<file path="config.mk">
export PLATFORM = sky130hd
export DESIGN_NAME = mrsx_exec
export DESIGN_NICKNAME = d
export VERILOG_FILES = /design/src/hdl/mrsx_subtractor.v /design/src/hdl/mrsx_exec.v
export VERILOG_INCLUDE_DIRS = /design/src /design/src/hdl
export SDC_FILE = /design/constraint.sdc
export NUM_CORES = 1
export LEC_CHECK = 0
export BUFFER_PORTS_ARGS = -buffer_cell sky130_fd_sc_hd__buf_4
export CAP_MARGIN = 20
export CORE_UTILIZATION = 45
export DETAILED_ROUTE_END_ITERATION = 10
export PLACE_DENSITY = 0.68
export SLEW_MARGIN = 40
export SYNTH_ARGS = -nofsm -noshare
export SYNTH_HDL_FRONTEND = slang
export SYNTH_SLANG_ARGS = --single-unit
</file>
<file path="constraint.sdc">
create_clock -name CLOCK_IN -period 4.36 [get_ports CLOCK_IN]
set_input_delay 0.872 -clock CLOCK_IN [delete_from_list [all_inputs] [get_ports CLOCK_IN]]
set_output_delay 0.872 -clock CLOCK_IN [all_outputs]
set_load 0.01 [all_outputs]
</file>
<file path="src/hdl/mrsx_defines.vh">
// constants for the rotate / subtract / skip execution datapath
// Notes on behaviour
// [RULE1] left rotate via carry, working form keeps memory
// [RULE2] plain right rotate, bit 0 to 7, no flags
// [RULE3] right rotate into working, memory and flags kept
// [RULE4] right rotate via carry, only carry changes
// [RULE5] working form: old carry bit 7, bit0 to carry
// [RULE6] working minus memory minus inverted carry, all flags
// [RULE7] borrow subtract result into memory byte instead
// [RULE8] decrement memory, skip when zero, no flags
// [RULE9] working forms of dec/inc skip keep memory
// [RULE10] increment memory, skip when zero, no flags
// [RULE11] taken skip adds one dummy instruction cycle
// [RULE12] set byte writes all ones, no flags
// [RULE13] set bit forces one selected bit only
// [RULE14] skip next when selected bit is one
// [RULE15] subtract memory or immediate into working, all flags
// [RULE16] subtract result stored back into memory byte
// [RULE17] nibble swap, working form keeps memory, no flags
// [RULE18] skip when whole byte zero, nothing modified
// [RULE19] copy byte to working, skip when zero
// [RULE20] skip next when selected bit is zero
// [RULE21] table fetch low to memory, high to latch
// [RULE22] exclusive-or into working or memory, zero flag
`ifndef MRSX_DEFINES_VH
`define MRSX_DEFINES_VH

`define MRSX_OP_W           5
`define MRSX_OP_RLC         5'h00
`define MRSX_OP_ROTATE_LEFT_VIA_FLAG_TO_WORKING        5'h01
`define MRSX_OP_RR          5'h02
`define MRSX_OP_RRA         5'h03
`define MRSX_OP_RRC         5'h04
`define MRSX_OP_ROTATE_RIGHT_VIA_FLAG_TO_WORKING        5'h05
`define MRSX_OP_SBC         5'h06
`define MRSX_OP_MINUS_WITH_BORROW_TO_MEMORY        5'h07
`define MRSX_OP_SDZ         5'h08
`define MRSX_OP_DECREMENT_SKIP_ZERO_TO_WORKING        5'h09
`define MRSX_OP_SIZ         5'h0A
`define MRSX_OP_INCREMENT_SKIP_ZERO_TO_WORKING        5'h0B
`define MRSX_OP_SETB        5'h0C
`define MRSX_OP_SETBIT      5'h0D
`define MRSX_OP_SNZ         5'h0E
`define MRSX_OP_SUB         5'h0F
`define MRSX_OP_SUBI        5'h10
`define MRSX_OP_MINUS_INTO_MEMORY        5'h11
`define MRSX_OP_SWAP        5'h12
`define MRSX_OP_NIBBLE_EXCHANGE_TO_WORKING       5'h13
`define MRSX_OP_SZ          5'h14
`define MRSX_OP_SZA         5'h15
`define MRSX_OP_SZBIT       5'h16
`define MRSX_OP_TABC        5'h17
`define MRSX_OP_TABL        5'h18
`define MRSX_OP_XOR         5'h19
`define MRSX_OP_XORI        5'h1A
`define MRSX_OP_EXCLUSIVE_OR_INTO_MEMORY        5'h1B

`define MRSX_ZERO8          8'h00
`define MRSX_ONES8          8'hFF
`define MRSX_ONE8           8'h01
`define MRSX_MSB            7
`define MRSX_NIB            4

`define MRSX_ST_IDLE        3'h1
`define MRSX_ST_EXEC        3'h2
`define MRSX_ST_DUMMY       3'h4

`endif

</file>
<file path="src/hdl/mrsx_subtractor.v">
// 8-bit subtractor with borrow-in and flag outputs
`include "mrsx_defines.vh"
`timescale 1ns/10ps
`default_nettype none
module mrsx_subtractor #(
    parameter W = 8
) (
    // operands
    input  wire [W-1:0] minuend_in,
    input  wire [W-1:0] subtrahend_in,
    input  wire         carry_in,
    // result and flags
    output wire [W-1:0] diff_out,
    output wire         carry_out,
    output wire         half_out,
    output wire         wrap_out,
    output wire         zero_out
);
    // carry is a not-borrow: add the complement plus carry
    wire [W:0]   full_sum;
    wire [`MRSX_NIB:0] low_sum;
    assign full_sum  = {1'b0, minuend_in} + {1'b0, ~subtrahend_in} + {{W{1'b0}}, carry_in};
    assign low_sum   = {1'b0, minuend_in[`MRSX_NIB-1:0]} + {1'b0, ~subtrahend_in[`MRSX_NIB-1:0]}
                     + {{`MRSX_NIB{1'b0}}, carry_in};
    assign diff_out  = full_sum[W-1:0];
    assign carry_out = full_sum[W];
    assign half_out  = low_sum[`MRSX_NIB];
    assign wrap_out  = (minuend_in[W-1] ^ subtrahend_in[W-1]) & (minuend_in[W-1] ^ full_sum[W-1]);
    assign zero_out  = (full_sum[W-1:0] == {W{1'b0}});
endmodule
`default_nettype wire

</file>
<file path="src/hdl/mrsx_exec.v">
// execution datapath for rotate, subtract, skip, set, swap, table read and xor
`include "mrsx_defines.vh"
`timescale 1ns/10ps
`default_nettype none
module mrsx_exec #(
    parameter DW = 8,
    parameter PW = 15,
    parameter AW = 10
) (
    // clock and reset
    input  wire          CLOCK_IN,
    input  wire          RST_IN,
    input  wire          CE_IN,
    // instruction issue
    input  wire          START_IN,
    input  wire [4:0]    OPCODE_IN,
    input  wire [2:0]    BIT_SEL_IN,
    input  wire [DW-1:0] IMM_IN,
    input  wire [DW-1:0] MEM_RDATA_IN,
    // table pointer and program code
    input  wire [DW-1:0] TABLE_POINTER_IN,
    input  wire [AW-1:0] PC_IN,
    input  wire [PW-1:0] CODE_RDATA_IN,
    output reg  [AW-1:0] CODE_ADDR_OUT,
    // data memory write
    output reg           MEM_WE_OUT,
    output reg  [DW-1:0] MEM_WDATA_OUT,
    // working register and flags
    output reg  [DW-1:0] WORKING_OUT,
    output reg           CARRY_FLAG_OUT,
    output reg           ZERO_FLAG_OUT,
    output reg           SIGNED_WRAP_FLAG_OUT,
    output reg           HALF_CARRY_FLAG_OUT,
    output reg  [PW-DW-1:0] TABLE_HIGH_LATCH_OUT,
    // sequencing
    output reg           DONE_OUT,
    output reg           SKIP_OUT,
    output reg           DUMMY_CYCLE_OUT,
    output reg           BUSY_OUT
);
    // ----------------------------------------
    // state and latched instruction
    // ----------------------------------------
    reg [2:0]    state_ff;
    reg [2:0]    nxt_state;
    reg [4:0]    op_ff;
    reg [2:0]    bit_ff;
    reg [DW-1:0] imm_ff;

    // ----------------------------------------
    // subtract unit
    // ----------------------------------------
    // one adder serves all five subtract forms; the plain forms force
    // the carry-in high so that no borrow is taken in
    wire          is_borrow_op;
    wire [DW-1:0] sub_rhs;
    wire [DW-1:0] sub_diff;
    wire          sub_c;
    wire          sub_h;
    wire          sub_v;
    wire          sub_z;
    assign is_borrow_op = (op_ff == `MRSX_OP_SBC) || (op_ff == `MRSX_OP_MINUS_WITH_BORROW_TO_MEMORY);
    assign sub_rhs      = (op_ff == `MRSX_OP_SUBI) ? imm_ff : MEM_RDATA_IN;

    mrsx_subtractor #(
        .W (DW)
    ) u_sub (
        .minuend_in    (WORKING_OUT),
        .subtrahend_in (sub_rhs),
        .carry_in      (is_borrow_op ? CARRY_FLAG_OUT : 1'b1), // RULE6
        .diff_out      (sub_diff),
        .carry_out     (sub_c),
        .half_out      (sub_h),
        .wrap_out      (sub_v),
        .zero_out      (sub_z)
    );

    // ----------------------------------------
    // combinational result
    // ----------------------------------------
    reg [DW-1:0] res;
    reg          wr_mem;
    reg          wr_acc;
    reg          set_c;
    reg          new_c;
    reg          all_flags;
    reg          set_z;
    reg          skip;
    reg          tab;
    reg [DW-1:0] bit_mask;
    wire [DW-1:0] m;
    assign m = MEM_RDATA_IN;

    always @* begin
        res       = m;
        wr_mem    = 1'b0;
        wr_acc    = 1'b0;
        set_c     = 1'b0;
        new_c     = CARRY_FLAG_OUT;
        all_flags = 1'b0;
        set_z     = 1'b0;
        skip      = 1'b0;
        tab       = 1'b0;
        bit_mask  = `MRSX_ONE8 << bit_ff;
        case (op_ff)
            `MRSX_OP_RLC, `MRSX_OP_ROTATE_LEFT_VIA_FLAG_TO_WORKING: begin
                res   = {m[DW-2:0], CARRY_FLAG_OUT};   // RULE1
                new_c = m[`MRSX_MSB];
                set_c = 1'b1;
                wr_mem = (op_ff == `MRSX_OP_RLC);
                wr_acc = (op_ff == `MRSX_OP_ROTATE_LEFT_VIA_FLAG_TO_WORKING);
            end
            `MRSX_OP_RR, `MRSX_OP_RRA: begin
                res    = {m[0], m[DW-1:1]};            // RULE2 RULE3
                wr_mem = (op_ff == `MRSX_OP_RR);
                wr_acc = (op_ff == `MRSX_OP_RRA);
            end
            `MRSX_OP_RRC, `MRSX_OP_ROTATE_RIGHT_VIA_FLAG_TO_WORKING: begin
                res    = {CARRY_FLAG_OUT, m[DW-1:1]};  // RULE4 RULE5
                new_c  = m[0];
                set_c  = 1'b1;
                wr_mem = (op_ff == `MRSX_OP_RRC);
                wr_acc = (op_ff == `MRSX_OP_ROTATE_RIGHT_VIA_FLAG_TO_WORKING);
            end
            `MRSX_OP_SBC, `MRSX_OP_SUB, `MRSX_OP_SUBI: begin
                res       = sub_diff;                  // RULE6 RULE15
                wr_acc    = 1'b1;
                all_flags = 1'b1;
            end
            `MRSX_OP_MINUS_WITH_BORROW_TO_MEMORY, `MRSX_OP_MINUS_INTO_MEMORY: begin
                res       = sub_diff;                  // RULE7 RULE16
                wr_mem    = 1'b1;
                all_flags = 1'b1;
            end
            `MRSX_OP_SDZ, `MRSX_OP_DECREMENT_SKIP_ZERO_TO_WORKING: begin
                res    = m - `MRSX_ONE8;               // RULE8
                skip   = (res == `MRSX_ZERO8);
                wr_mem = (op_ff == `MRSX_OP_SDZ);
                wr_acc = (op_ff == `MRSX_OP_DECREMENT_SKIP_ZERO_TO_WORKING);    // RULE9
            end
            `MRSX_OP_SIZ, `MRSX_OP_INCREMENT_SKIP_ZERO_TO_WORKING: begin
                res    = m + `MRSX_ONE8;               // RULE10
                skip   = (res == `MRSX_ZERO8);
                wr_mem = (op_ff == `MRSX_OP_SIZ);
                wr_acc = (op_ff == `MRSX_OP_INCREMENT_SKIP_ZERO_TO_WORKING);    // RULE9
            end
            `MRSX_OP_SETB: begin
                res    = `MRSX_ONES8;                  // RULE12
                wr_mem = 1'b1;
            end
            `MRSX_OP_SETBIT: begin
                res    = m | bit_mask;                 // RULE13
                wr_mem = 1'b1;
            end
            `MRSX_OP_SNZ: begin
                skip = m[bit_ff];                      // RULE14
            end
            `MRSX_OP_SZBIT: begin
                skip = ~m[bit_ff];                     // RULE20
            end
            `MRSX_OP_SWAP, `MRSX_OP_NIBBLE_EXCHANGE_TO_WORKING: begin
                res    = {m[`MRSX_NIB-1:0], m[DW-1:`MRSX_NIB]}; // RULE17
                wr_mem = (op_ff == `MRSX_OP_SWAP);
                wr_acc = (op_ff == `MRSX_OP_NIBBLE_EXCHANGE_TO_WORKING);
            end
            `MRSX_OP_SZ: begin
                skip = (m == `MRSX_ZERO8);             // RULE18
            end
            `MRSX_OP_SZA: begin
                res    = m;                            // RULE19
                wr_acc = 1'b1;
                skip   = (m == `MRSX_ZERO8);
            end
            `MRSX_OP_TABC, `MRSX_OP_TABL: begin
                res    = CODE_RDATA_IN[DW-1:0];        // RULE21
                wr_mem = 1'b1;
                tab    = 1'b1;
            end
            `MRSX_OP_XOR, `MRSX_OP_XORI, `MRSX_OP_EXCLUSIVE_OR_INTO_MEMORY: begin
                res    = WORKING_OUT ^ ((op_ff == `MRSX_OP_XORI) ? imm_ff : m); // RULE22
                set_z  = 1'b1;
                wr_mem = (op_ff == `MRSX_OP_EXCLUSIVE_OR_INTO_MEMORY);
                wr_acc = (op_ff != `MRSX_OP_EXCLUSIVE_OR_INTO_MEMORY);
            end
            default: begin
                res = m;
            end
        endcase
    end

    // ----------------------------------------
    // sequencer: idle, execute, optional dummy cycle
    // ----------------------------------------
    // a taken skip spends one extra cycle so the caller can drop the word
    // it already fetched; no new start is taken until that cycle is over
    always @* begin
        case (state_ff)
            `MRSX_ST_IDLE:  nxt_state = START_IN ? `MRSX_ST_EXEC : `MRSX_ST_IDLE;
            `MRSX_ST_EXEC:  nxt_state = skip ? `MRSX_ST_DUMMY : `MRSX_ST_IDLE; // RULE11
            `MRSX_ST_DUMMY: nxt_state = `MRSX_ST_IDLE;
            default:        nxt_state = `MRSX_ST_IDLE;
        endcase
    end

    // table page: current page keeps upper pc bits, final page forces them high
    wire [AW-1:0] tab_addr_cur;
    wire [AW-1:0] tab_addr_last;
    assign tab_addr_cur  = {PC_IN[AW-1:DW], TABLE_POINTER_IN};
    assign tab_addr_last = {{(AW-DW){1'b1}}, TABLE_POINTER_IN};

    // ----------------------------------------
    // registers
    // ----------------------------------------
    // pulses fall back low on every enabled edge so each lasts one cycle;
    // the data byte is not latched, so it must hold until the exec cycle
    always @(posedge CLOCK_IN or posedge RST_IN) begin
        if (RST_IN) begin
            state_ff             <= `MRSX_ST_IDLE;
            op_ff                <= 5'h00;
            bit_ff               <= 3'h0;
            imm_ff               <= {DW{1'b0}};
            CODE_ADDR_OUT        <= {AW{1'b0}};
            MEM_WE_OUT           <= 1'b0;
            MEM_WDATA_OUT        <= {DW{1'b0}};
            WORKING_OUT          <= {DW{1'b0}};
            CARRY_FLAG_OUT       <= 1'b0;
            ZERO_FLAG_OUT        <= 1'b0;
            SIGNED_WRAP_FLAG_OUT <= 1'b0;
            HALF_CARRY_FLAG_OUT  <= 1'b0;
            TABLE_HIGH_LATCH_OUT <= {(PW-DW){1'b0}};
            DONE_OUT             <= 1'b0;
            SKIP_OUT             <= 1'b0;
            DUMMY_CYCLE_OUT      <= 1'b0;
            BUSY_OUT             <= 1'b0;
        end else if (CE_IN) begin
            state_ff        <= nxt_state;
            MEM_WE_OUT      <= 1'b0;
            DONE_OUT        <= 1'b0;
            SKIP_OUT        <= 1'b0;
            DUMMY_CYCLE_OUT <= 1'b0;
            BUSY_OUT        <= (nxt_state != `MRSX_ST_IDLE);
            if (state_ff == `MRSX_ST_IDLE && START_IN) begin
                op_ff         <= OPCODE_IN;
                bit_ff        <= BIT_SEL_IN;
                imm_ff        <= IMM_IN;
                CODE_ADDR_OUT <= (OPCODE_IN == `MRSX_OP_TABL) ? tab_addr_last : tab_addr_cur; // RULE21
            end
            if (state_ff == `MRSX_ST_EXEC) begin
                MEM_WE_OUT    <= wr_mem;
                MEM_WDATA_OUT <= res;
                DONE_OUT      <= ~skip;
                SKIP_OUT      <= skip;
                if (wr_acc)
                    WORKING_OUT <= res;
                if (set_c)
                    CARRY_FLAG_OUT <= new_c;
                if (all_flags) begin
                    CARRY_FLAG_OUT       <= sub_c;
                    ZERO_FLAG_OUT        <= sub_z;
                    SIGNED_WRAP_FLAG_OUT <= sub_v;
                    HALF_CARRY_FLAG_OUT  <= sub_h;
                end
                if (set_z)
                    ZERO_FLAG_OUT <= (res == `MRSX_ZERO8); // RULE22
                if (tab)
                    TABLE_HIGH_LATCH_OUT <= CODE_RDATA_IN[PW-1:DW];
            end
            if (state_ff == `MRSX_ST_DUMMY) begin
                DUMMY_CYCLE_OUT <= 1'b1;               // RULE11
                DONE_OUT        <= 1'b1;
            end
        end
    end
endmodule
`default_nettype wire

</file>
After elaboration in Yosys (flattened, before gate mapping)
Cells that the tools add are included.
{"block": "word_totals", "regBits": 61, "in_bits": 61, "output_inout_bits": 42}
{"block": "classes", "addsub": 6, "order_cmp": 1, "n_eq_ne": 33, "shifts": 1, "n_mux": 27, "bitwise": 9, "reduce_logical": 31}
{"op": "$pmux 8 s11", "n": 1}
{"op": "$eq 5x5->1 const B", "n": 13}
{"op": "$eq 5x4->1 const B", "n": 8}
{"op": "$logic_not 8->1", "n": 5}
{"op": "$eq 5x3->1 const B", "n": 4}
{"op": "$mux 8", "n": 2}
{"op": "$pmux 1 s8", "n": 2}
{"op": "$reduce_or 2->1", "n": 8}
{"op": "$mux 1", "n": 15}
{"op": "$reduce_and 3->1", "n": 4}
{"op": "$eq 5x2->1 const B", "n": 2}
{"op": "$mux 10", "n": 1}
{"op": "$add 8x8->9", "n": 1}
{"op": "$add 9x1->9", "n": 1}
{"op": "$add 8x1->8 const B", "n": 1}
{"op": "$not 8->8", "n": 1}
{"op": "$or 8x8->8", "n": 1}
{"op": "$reduce_or 4->1", "n": 2}
{"op": "$shl 1x3->8 const A", "n": 1}
{"op": "$sub 8x1->8 const B", "n": 1}
{"op": "$xor 8x8->8", "n": 1}
{"op": "$pmux 3 s2", "n": 1}
{"op": "$reduce_or 6->1", "n": 1}
{"op": "$add 4x4->5", "n": 1}
{"op": "other kinds (26)", "n": 30}

Logic depth before layout (Yosys ltp)
{"block": "logic_depth", "depth_word": 8, "ltp_mapped": 14}

Modules after synthesis
From an unflattened synthesis, not the netlist that was laid out.
{"block": "unflattened", "cells_unflattened": 525, "hier_area_um2": 4714.5}
{"mod": "mrsx_exec", "instances": 1, "cells_per_inst": 466, "area_per_inst_um2": 4254.1, "seq_area_each_um2": 1527.7}
{"mod": "mrsx_subtractor", "instances": 1, "cells_per_inst": 59, "area_per_inst_um2": 460.4, "seq_area_each_um2": 0.0}

Worst setup path before layout
No wires, ideal clock.
{"block": "synth_path", "path_type": "register to register", "startpoint": "reg op_ff[2]", "endpoint": "reg ZERO_FLAG_OUT", "arrival_time_ns": 3.714, "t_required_ns": 4.283, "slack_ns": 0.570, "path_stages_with_launch": 14, "n_path_buf": 2, "synth_period_minus_slack_ns": 3.790, "path_cell_list": "dfrtp_1 > buf_6 > buf_6 > nor2_1 > nand3_1 > mux2_2 > fa_1 > fa_1 > xor2_1 > o32a_1 > nand4_1 > a211o_2 > or4_1 > o21ai_1"}
{"block": "synth_between", "elab_chain_cells": 8, "word_cells_on_any_way": 50, "cone_classes": "add/sub (2); eq/ne (23); mux (8); bitwise (2); reduce/logical (15)"}
{"item": "from (decl)", "line_no": "mrsx_exec.v:46", "rtl": "reg [4:0] op_ff;"}
{"item": "from (signal assigned)", "line_no": "mrsx_exec.v:219", "rtl": "op_ff <= 5'h00;"}
{"item": "from (signal assigned)", "line_no": "mrsx_exec.v:243", "rtl": "op_ff <= OPCODE_IN;"}
{"item": "$eq 5x5->1", "line_no": "mrsx_exec.v:105", "rtl": "case (op_ff)"}
{"item": "$mux 8", "line_no": "mrsx_exec.v:63", "rtl": "assign sub_rhs = (op_ff == `MRSX_OP_SUBI) ? imm_ff : MEM_RDATA_IN;"}
{"item": "$not 8->8", "line_no": "mrsx_subtractor.v:22", "rtl": "assign full_sum = {1'b0, minuend_in} + {1'b0, ~subtrahend_in} + {{W{1'b0}}, carry_in};"}
{"item": "$add 8x8->9", "line_no": "mrsx_subtractor.v:22"}
{"item": "$add 9x1->9", "line_no": "mrsx_subtractor.v:22"}
{"item": "$pmux 8 s11 / $logic_not 8->1 (equally long branches)", "line_no": "mrsx_exec.v:105, mrsx_subtractor.v:29"}
{"item": "$logic_not 8->1 (no line) / $mux 1 (equally long branches)"}
{"item": "$mux 1", "line_no": "mrsx_exec.v:263", "rtl": "if (set_z)"}
{"item": "to (signal assigned)", "line_no": "mrsx_exec.v:259", "rtl": "ZERO_FLAG_OUT <= sub_z;"}
{"item": "to (signal assigned)", "line_no": "mrsx_exec.v:264", "rtl": "ZERO_FLAG_OUT <= (res == `MRSX_ZERO8);"}
{"item": "to (decl)", "line_no": "mrsx_exec.v:31", "rtl": "output reg ZERO_FLAG_OUT,"}
Several ways; a longest one is shown, not always the timed one. The select of a mux whose other input is x is not followed.
A chain may end at the register's enable or synchronous reset.

Final worst setup path
Same ends and word-level chain as after synthesis.

==> impl_metrics.py <==
metrics = {
    "run_status": {
        "status": "finished clean",
    },
    "global_routing": {
        "grt_pass1_wl_mm": 21.9,
        "antenna_found_initial": 0,
        "grt_pass1_vias": 4188,
        "grt_max_degree": 41,
        "grt_usage": 0.253,
        "overflow": 0,
    },
    "drt": {
        "via_count": 4433,
        "drc": 0,
        "ant_nets": 0,
        "vias_per_cell": 6.12,
        "routed_wl_mm": 13.6,
        "firstDrtPassIters": 5,
        "drtIter0Drc": 357,
        "wl_per_cell_um": 18.8,
    },
    "cts": {
        "path_clk_slew_ps": 70,
        "cts_tree": "built",
        "cts_resized": 0,
        "clockBufferDepth": 2,
        "worstSkewPairLatency_ps": 340,
        "cts_made_buffers": 9,
        "cts_hold_buf": 0,
        "cts_sinks": 61,
        "root_buffer": "clkbuf_8",
        "cts_max_level": 3,
        "post_cts_buffers": 0,
    },
    "die": {
        "io_pins": 103,
        "die_x_um": 105,
        "coreArea_um2": 10300,
        "fp.dieH_um": 105,
        "initial_core_util": 0.465,
        "die_area_um2": 11100,
        "num_rows": 37,
    },
    "critical_path": {
        "path_class": "flip-flop to flip-flop",
        "start_kind": "flip-flop",
        "cp_slowest_cell": "nor2_1",
        "cp_cell_sequence": "nor2_1 -> nand3_1 -> mux2_2 -> fa_1 -> fa_1 -> nor2b_1 -> o31ai_1 -> a21oi_1 -> nor3_1 -> nor4_1 -> buf_4 -> o2111ai_2 -> o21ai_1",
        "cp.required_ps": 4630,
        "path_common_cell": "fa_1",
        "endpoint_kind": "flip-flop",
        "max_stage_delay_ps": 470,
        "cp_data_arrival_time_ps": 4080,
        "critPathMaxFanout": 7,
    },
    "power": {
        "p_int_mw": 1.91,
        "clockPowerShare": 0.167,
        "pwr-share-comb": 0.547,
        "switching_share": 0.415,
        "seqPwrFrac": 0.286,
        "net-switching-power_mw": 1.35,
        "p_leak_nw": 2.57,
        "p_per_area_nw_per_um2": 571,
        "ir_worst_vdd_uv": 350,
        "p_total_mw": 3.26,
    },
    "cells_and_area": {
        "n_antenna_cell": 0,
        "final_layout_size_suffix_gt1_frac": 0.333,
        "fill_cells": 930,
        "area_growth_pct": 18.8,
        "layout_common_cells": "buf_4 (104), dfrtp_1 (60), mux2_2 (39)",
        "stdcell_count": 724,
        "nNetsFinal": 657,
        "fin_util": 0.553,
        "final_common_cell": "buf_4",
    },
    "worst_hold_path": {
        "hold_class": "flip-flop to flip-flop",
    },
    "placement": {
        "dp_cells": 709,
        "place_congestion": 0.908,
        "post-place-ws_ps": 578,
        "hpwl_mm": 10.2,
        "numPortBuffers": 94,
    },
    "synth": {
        "async_flop_share": 1.00,
        "synth_edf_count": 0,
        "yosysWarnings": 0,
        "ys.flop_type": "dfrtp_1",
        "synth_nets": 577,
        "synthCells": 504,
        "avgSynthCellArea_um2": 9.53,
        "seq_area_frac_synth": 0.318,
        "synthesis.area_um2": 4800,
        "ys_seq_elements": 61,
        "yosysUniqueCellTypes": 96,
    },
    "sta": {
        "maxSlewViolCount": 0,
        "setup_violations": 0,
        "rsz0062_at_grt": "false",
        "skew_ps": 9.99,
        "fin_crit_ps": 3820,
        "worst_slack_ps": 544,
        "fin_crit_sh": 0.875,
        "max_freq_mhz": 262,
        "finalSetupTns_ps": 0,
        "worstMarginPinSlew_ps": 756,
        "relSlewSlack": 0.496,
        "timing.final.hold_violations": 0,
    },
    "job": {
        "max_cap_violations": 0,
    },
}
==> sequential cells by signal (all words and copies together), names as in the netlist <==
| name | count |
|---|---|
| SIGNED_WRAP_FLAG_OUT | 1 |
| CARRY_FLAG_OUT | 1 |
| SKIP_OUT | 1 |
| WORKING_OUT | 8 |
| HALF_CARRY_FLAG_OUT | 1 |
| bit_ff | 3 |
| TABLE_HIGH_LATCH_OUT | 7 |
| state_ff | 3 |
| MEM_WE_OUT | 1 |
| CODE_ADDR_OUT | 10 |
| DUMMY_CYCLE_OUT | 1 |
| DONE_OUT | 1 |
| imm_ff | 8 |
| MEM_WDATA_OUT | 8 |
| ZERO_FLAG_OUT | 1 |
| op_ff | 5 |
| BUSY_OUT | 1 |
==> cells in the mapped netlist (4+ instances only) <==
master / count / area, µm²
mux2_2: 39 / 439
nand2_1: 31 / 116
or2_2: 4 / 25.0
o22ai_1: 4 / 25.0
nor4_1: 8 / 50.1
and3_1: 6 / 37.5
nand4_1: 4 / 25.0
ha_1: 10 / 125
nor4b_1: 4 / 35.0
clkbuf_1: 14 / 52.6
a21o_1: 5 / 37.5
nor2_1: 25 / 93.8
nand2b_1: 11 / 68.8
nand3_1: 17 / 85.1
inv_1: 26 / 97.6
and2_1: 4 / 25.0
buf_6: 6 / 67.6
o21ai_0: 24 / 120
o221ai_1: 4 / 35.0
nor2b_1: 6 / 37.5
a21oi_1: 14 / 70.1
a22o_1: 5 / 43.8
o21a_1: 6 / 45.0
nor3_1: 10 / 50.1
a31oi_1: 8 / 50.1
dfrtp_1: 60 / 1500
o31ai_1: 6 / 45.0
mux2i_1: 19 / 190
a221oi_1: 4 / 35.0
xnor2_1: 11 / 96.3
nor3b_1: 5 / 37.5
==> power by group through the flow <==
stage | Sequential (mW) | Combinational (mW) | Clock [mW]
floorplan | 0.930 | 1.23 | 0
global placement | 0.928 | 1.73 | 0
detailed placement | 0.935 | 1.76 | 0
CTS | 0.926 | 1.77 | 0.563
global route | 0.955 | 1.93 | 0.582
finish | 0.931 | 1.78 | 0.544
==> through the flow <==
step                instance area [µm²]  hold slack, ps
global placement                   5490             469
global route                       5700             514
finish                             5700             488
CTS                                5700             495
floorplan                          4800             490
detailed placement                 5490             479
==> final cells by class <==
type / count / area (µm²) / area share
clock buffers: 11 / 141 / 0.0248
clock inverters: 4 / 72.6 / 0.0127
inverters: 28 / 109 / 0.0191
multi-input cells: 380 / 2900 / 0.509
flip-flops and latches: 61 / 1530 / 0.268
well taps: 136 / 170 / 0.0298
repair buffers: 104 / 781 / 0.137
==> critical path: cells and delay by family (launching register included) <==
kind | cells | cell delay [ps]
AOI/OAI and AO/OA | 4 | 710
adders and majority gates | 2 | 880
buffers and inverters | 1 | 190
DFF | 1 | 370
muxes | 1 | 330
and+or+nand+nor | 5 | 1270
==> layer usage <==
metal | up-vias | GRT usage | routed length, µm
met5 | - | 0 | 0
met4 | 0 | 0.0815 | 228
met3 | 16 | 0.0550 | 1140
met2 | 230 | 0.398 | 6260
met1 | 2143 | 0.345 | 5980
li1 | 2044 | - | -
==> path summary, 6_finish.rpt <==
check	cells past startpoint	startpoint	endpoint	slack (ps)
max	13	op_ff[2]$_DFFE_PP0P_	ZERO_FLAG_OUT$_DFFE_PP0P_	540
min	2	MEM_WDATA_OUT[4]$_DFFE_PP0P_	MEM_WDATA_OUT[4]$_DFFE_PP0P_	490
min in group asynchronous	2	RST_IN	CODE_ADDR_OUT[7]$_DFFE_PP0P_	610
min reg2reg	2	MEM_WDATA_OUT[4]$_DFFE_PP0P_	MEM_WDATA_OUT[4]$_DFFE_PP0P_	490
max reg2reg	13	op_ff[2]$_DFFE_PP0P_	ZERO_FLAG_OUT$_DFFE_PP0P_	540
max in group asynchronous	3	RST_IN	WORKING_OUT[1]$_DFFE_PP0P_	3020
==> cell families (layout without fill, tap and decap cells) <==
group | Yosys count | in the layout | share of synthesized area
muxes | 60 | 60 | 0.140
and+or+nand+nor | 167 | 167 | 0.204
AOI/OAI and AO/OA | 127 | 127 | 0.198
buffers and inverters | 63 | 147 | 0.0771
adders and majority gates | 12 | 12 | 0.0344
DFF | 61 | 61 | 0.318
xor gates and xnor gates | 14 | 14 | 0.0271
No activity file was read; power rests on OpenSTA's default activity.
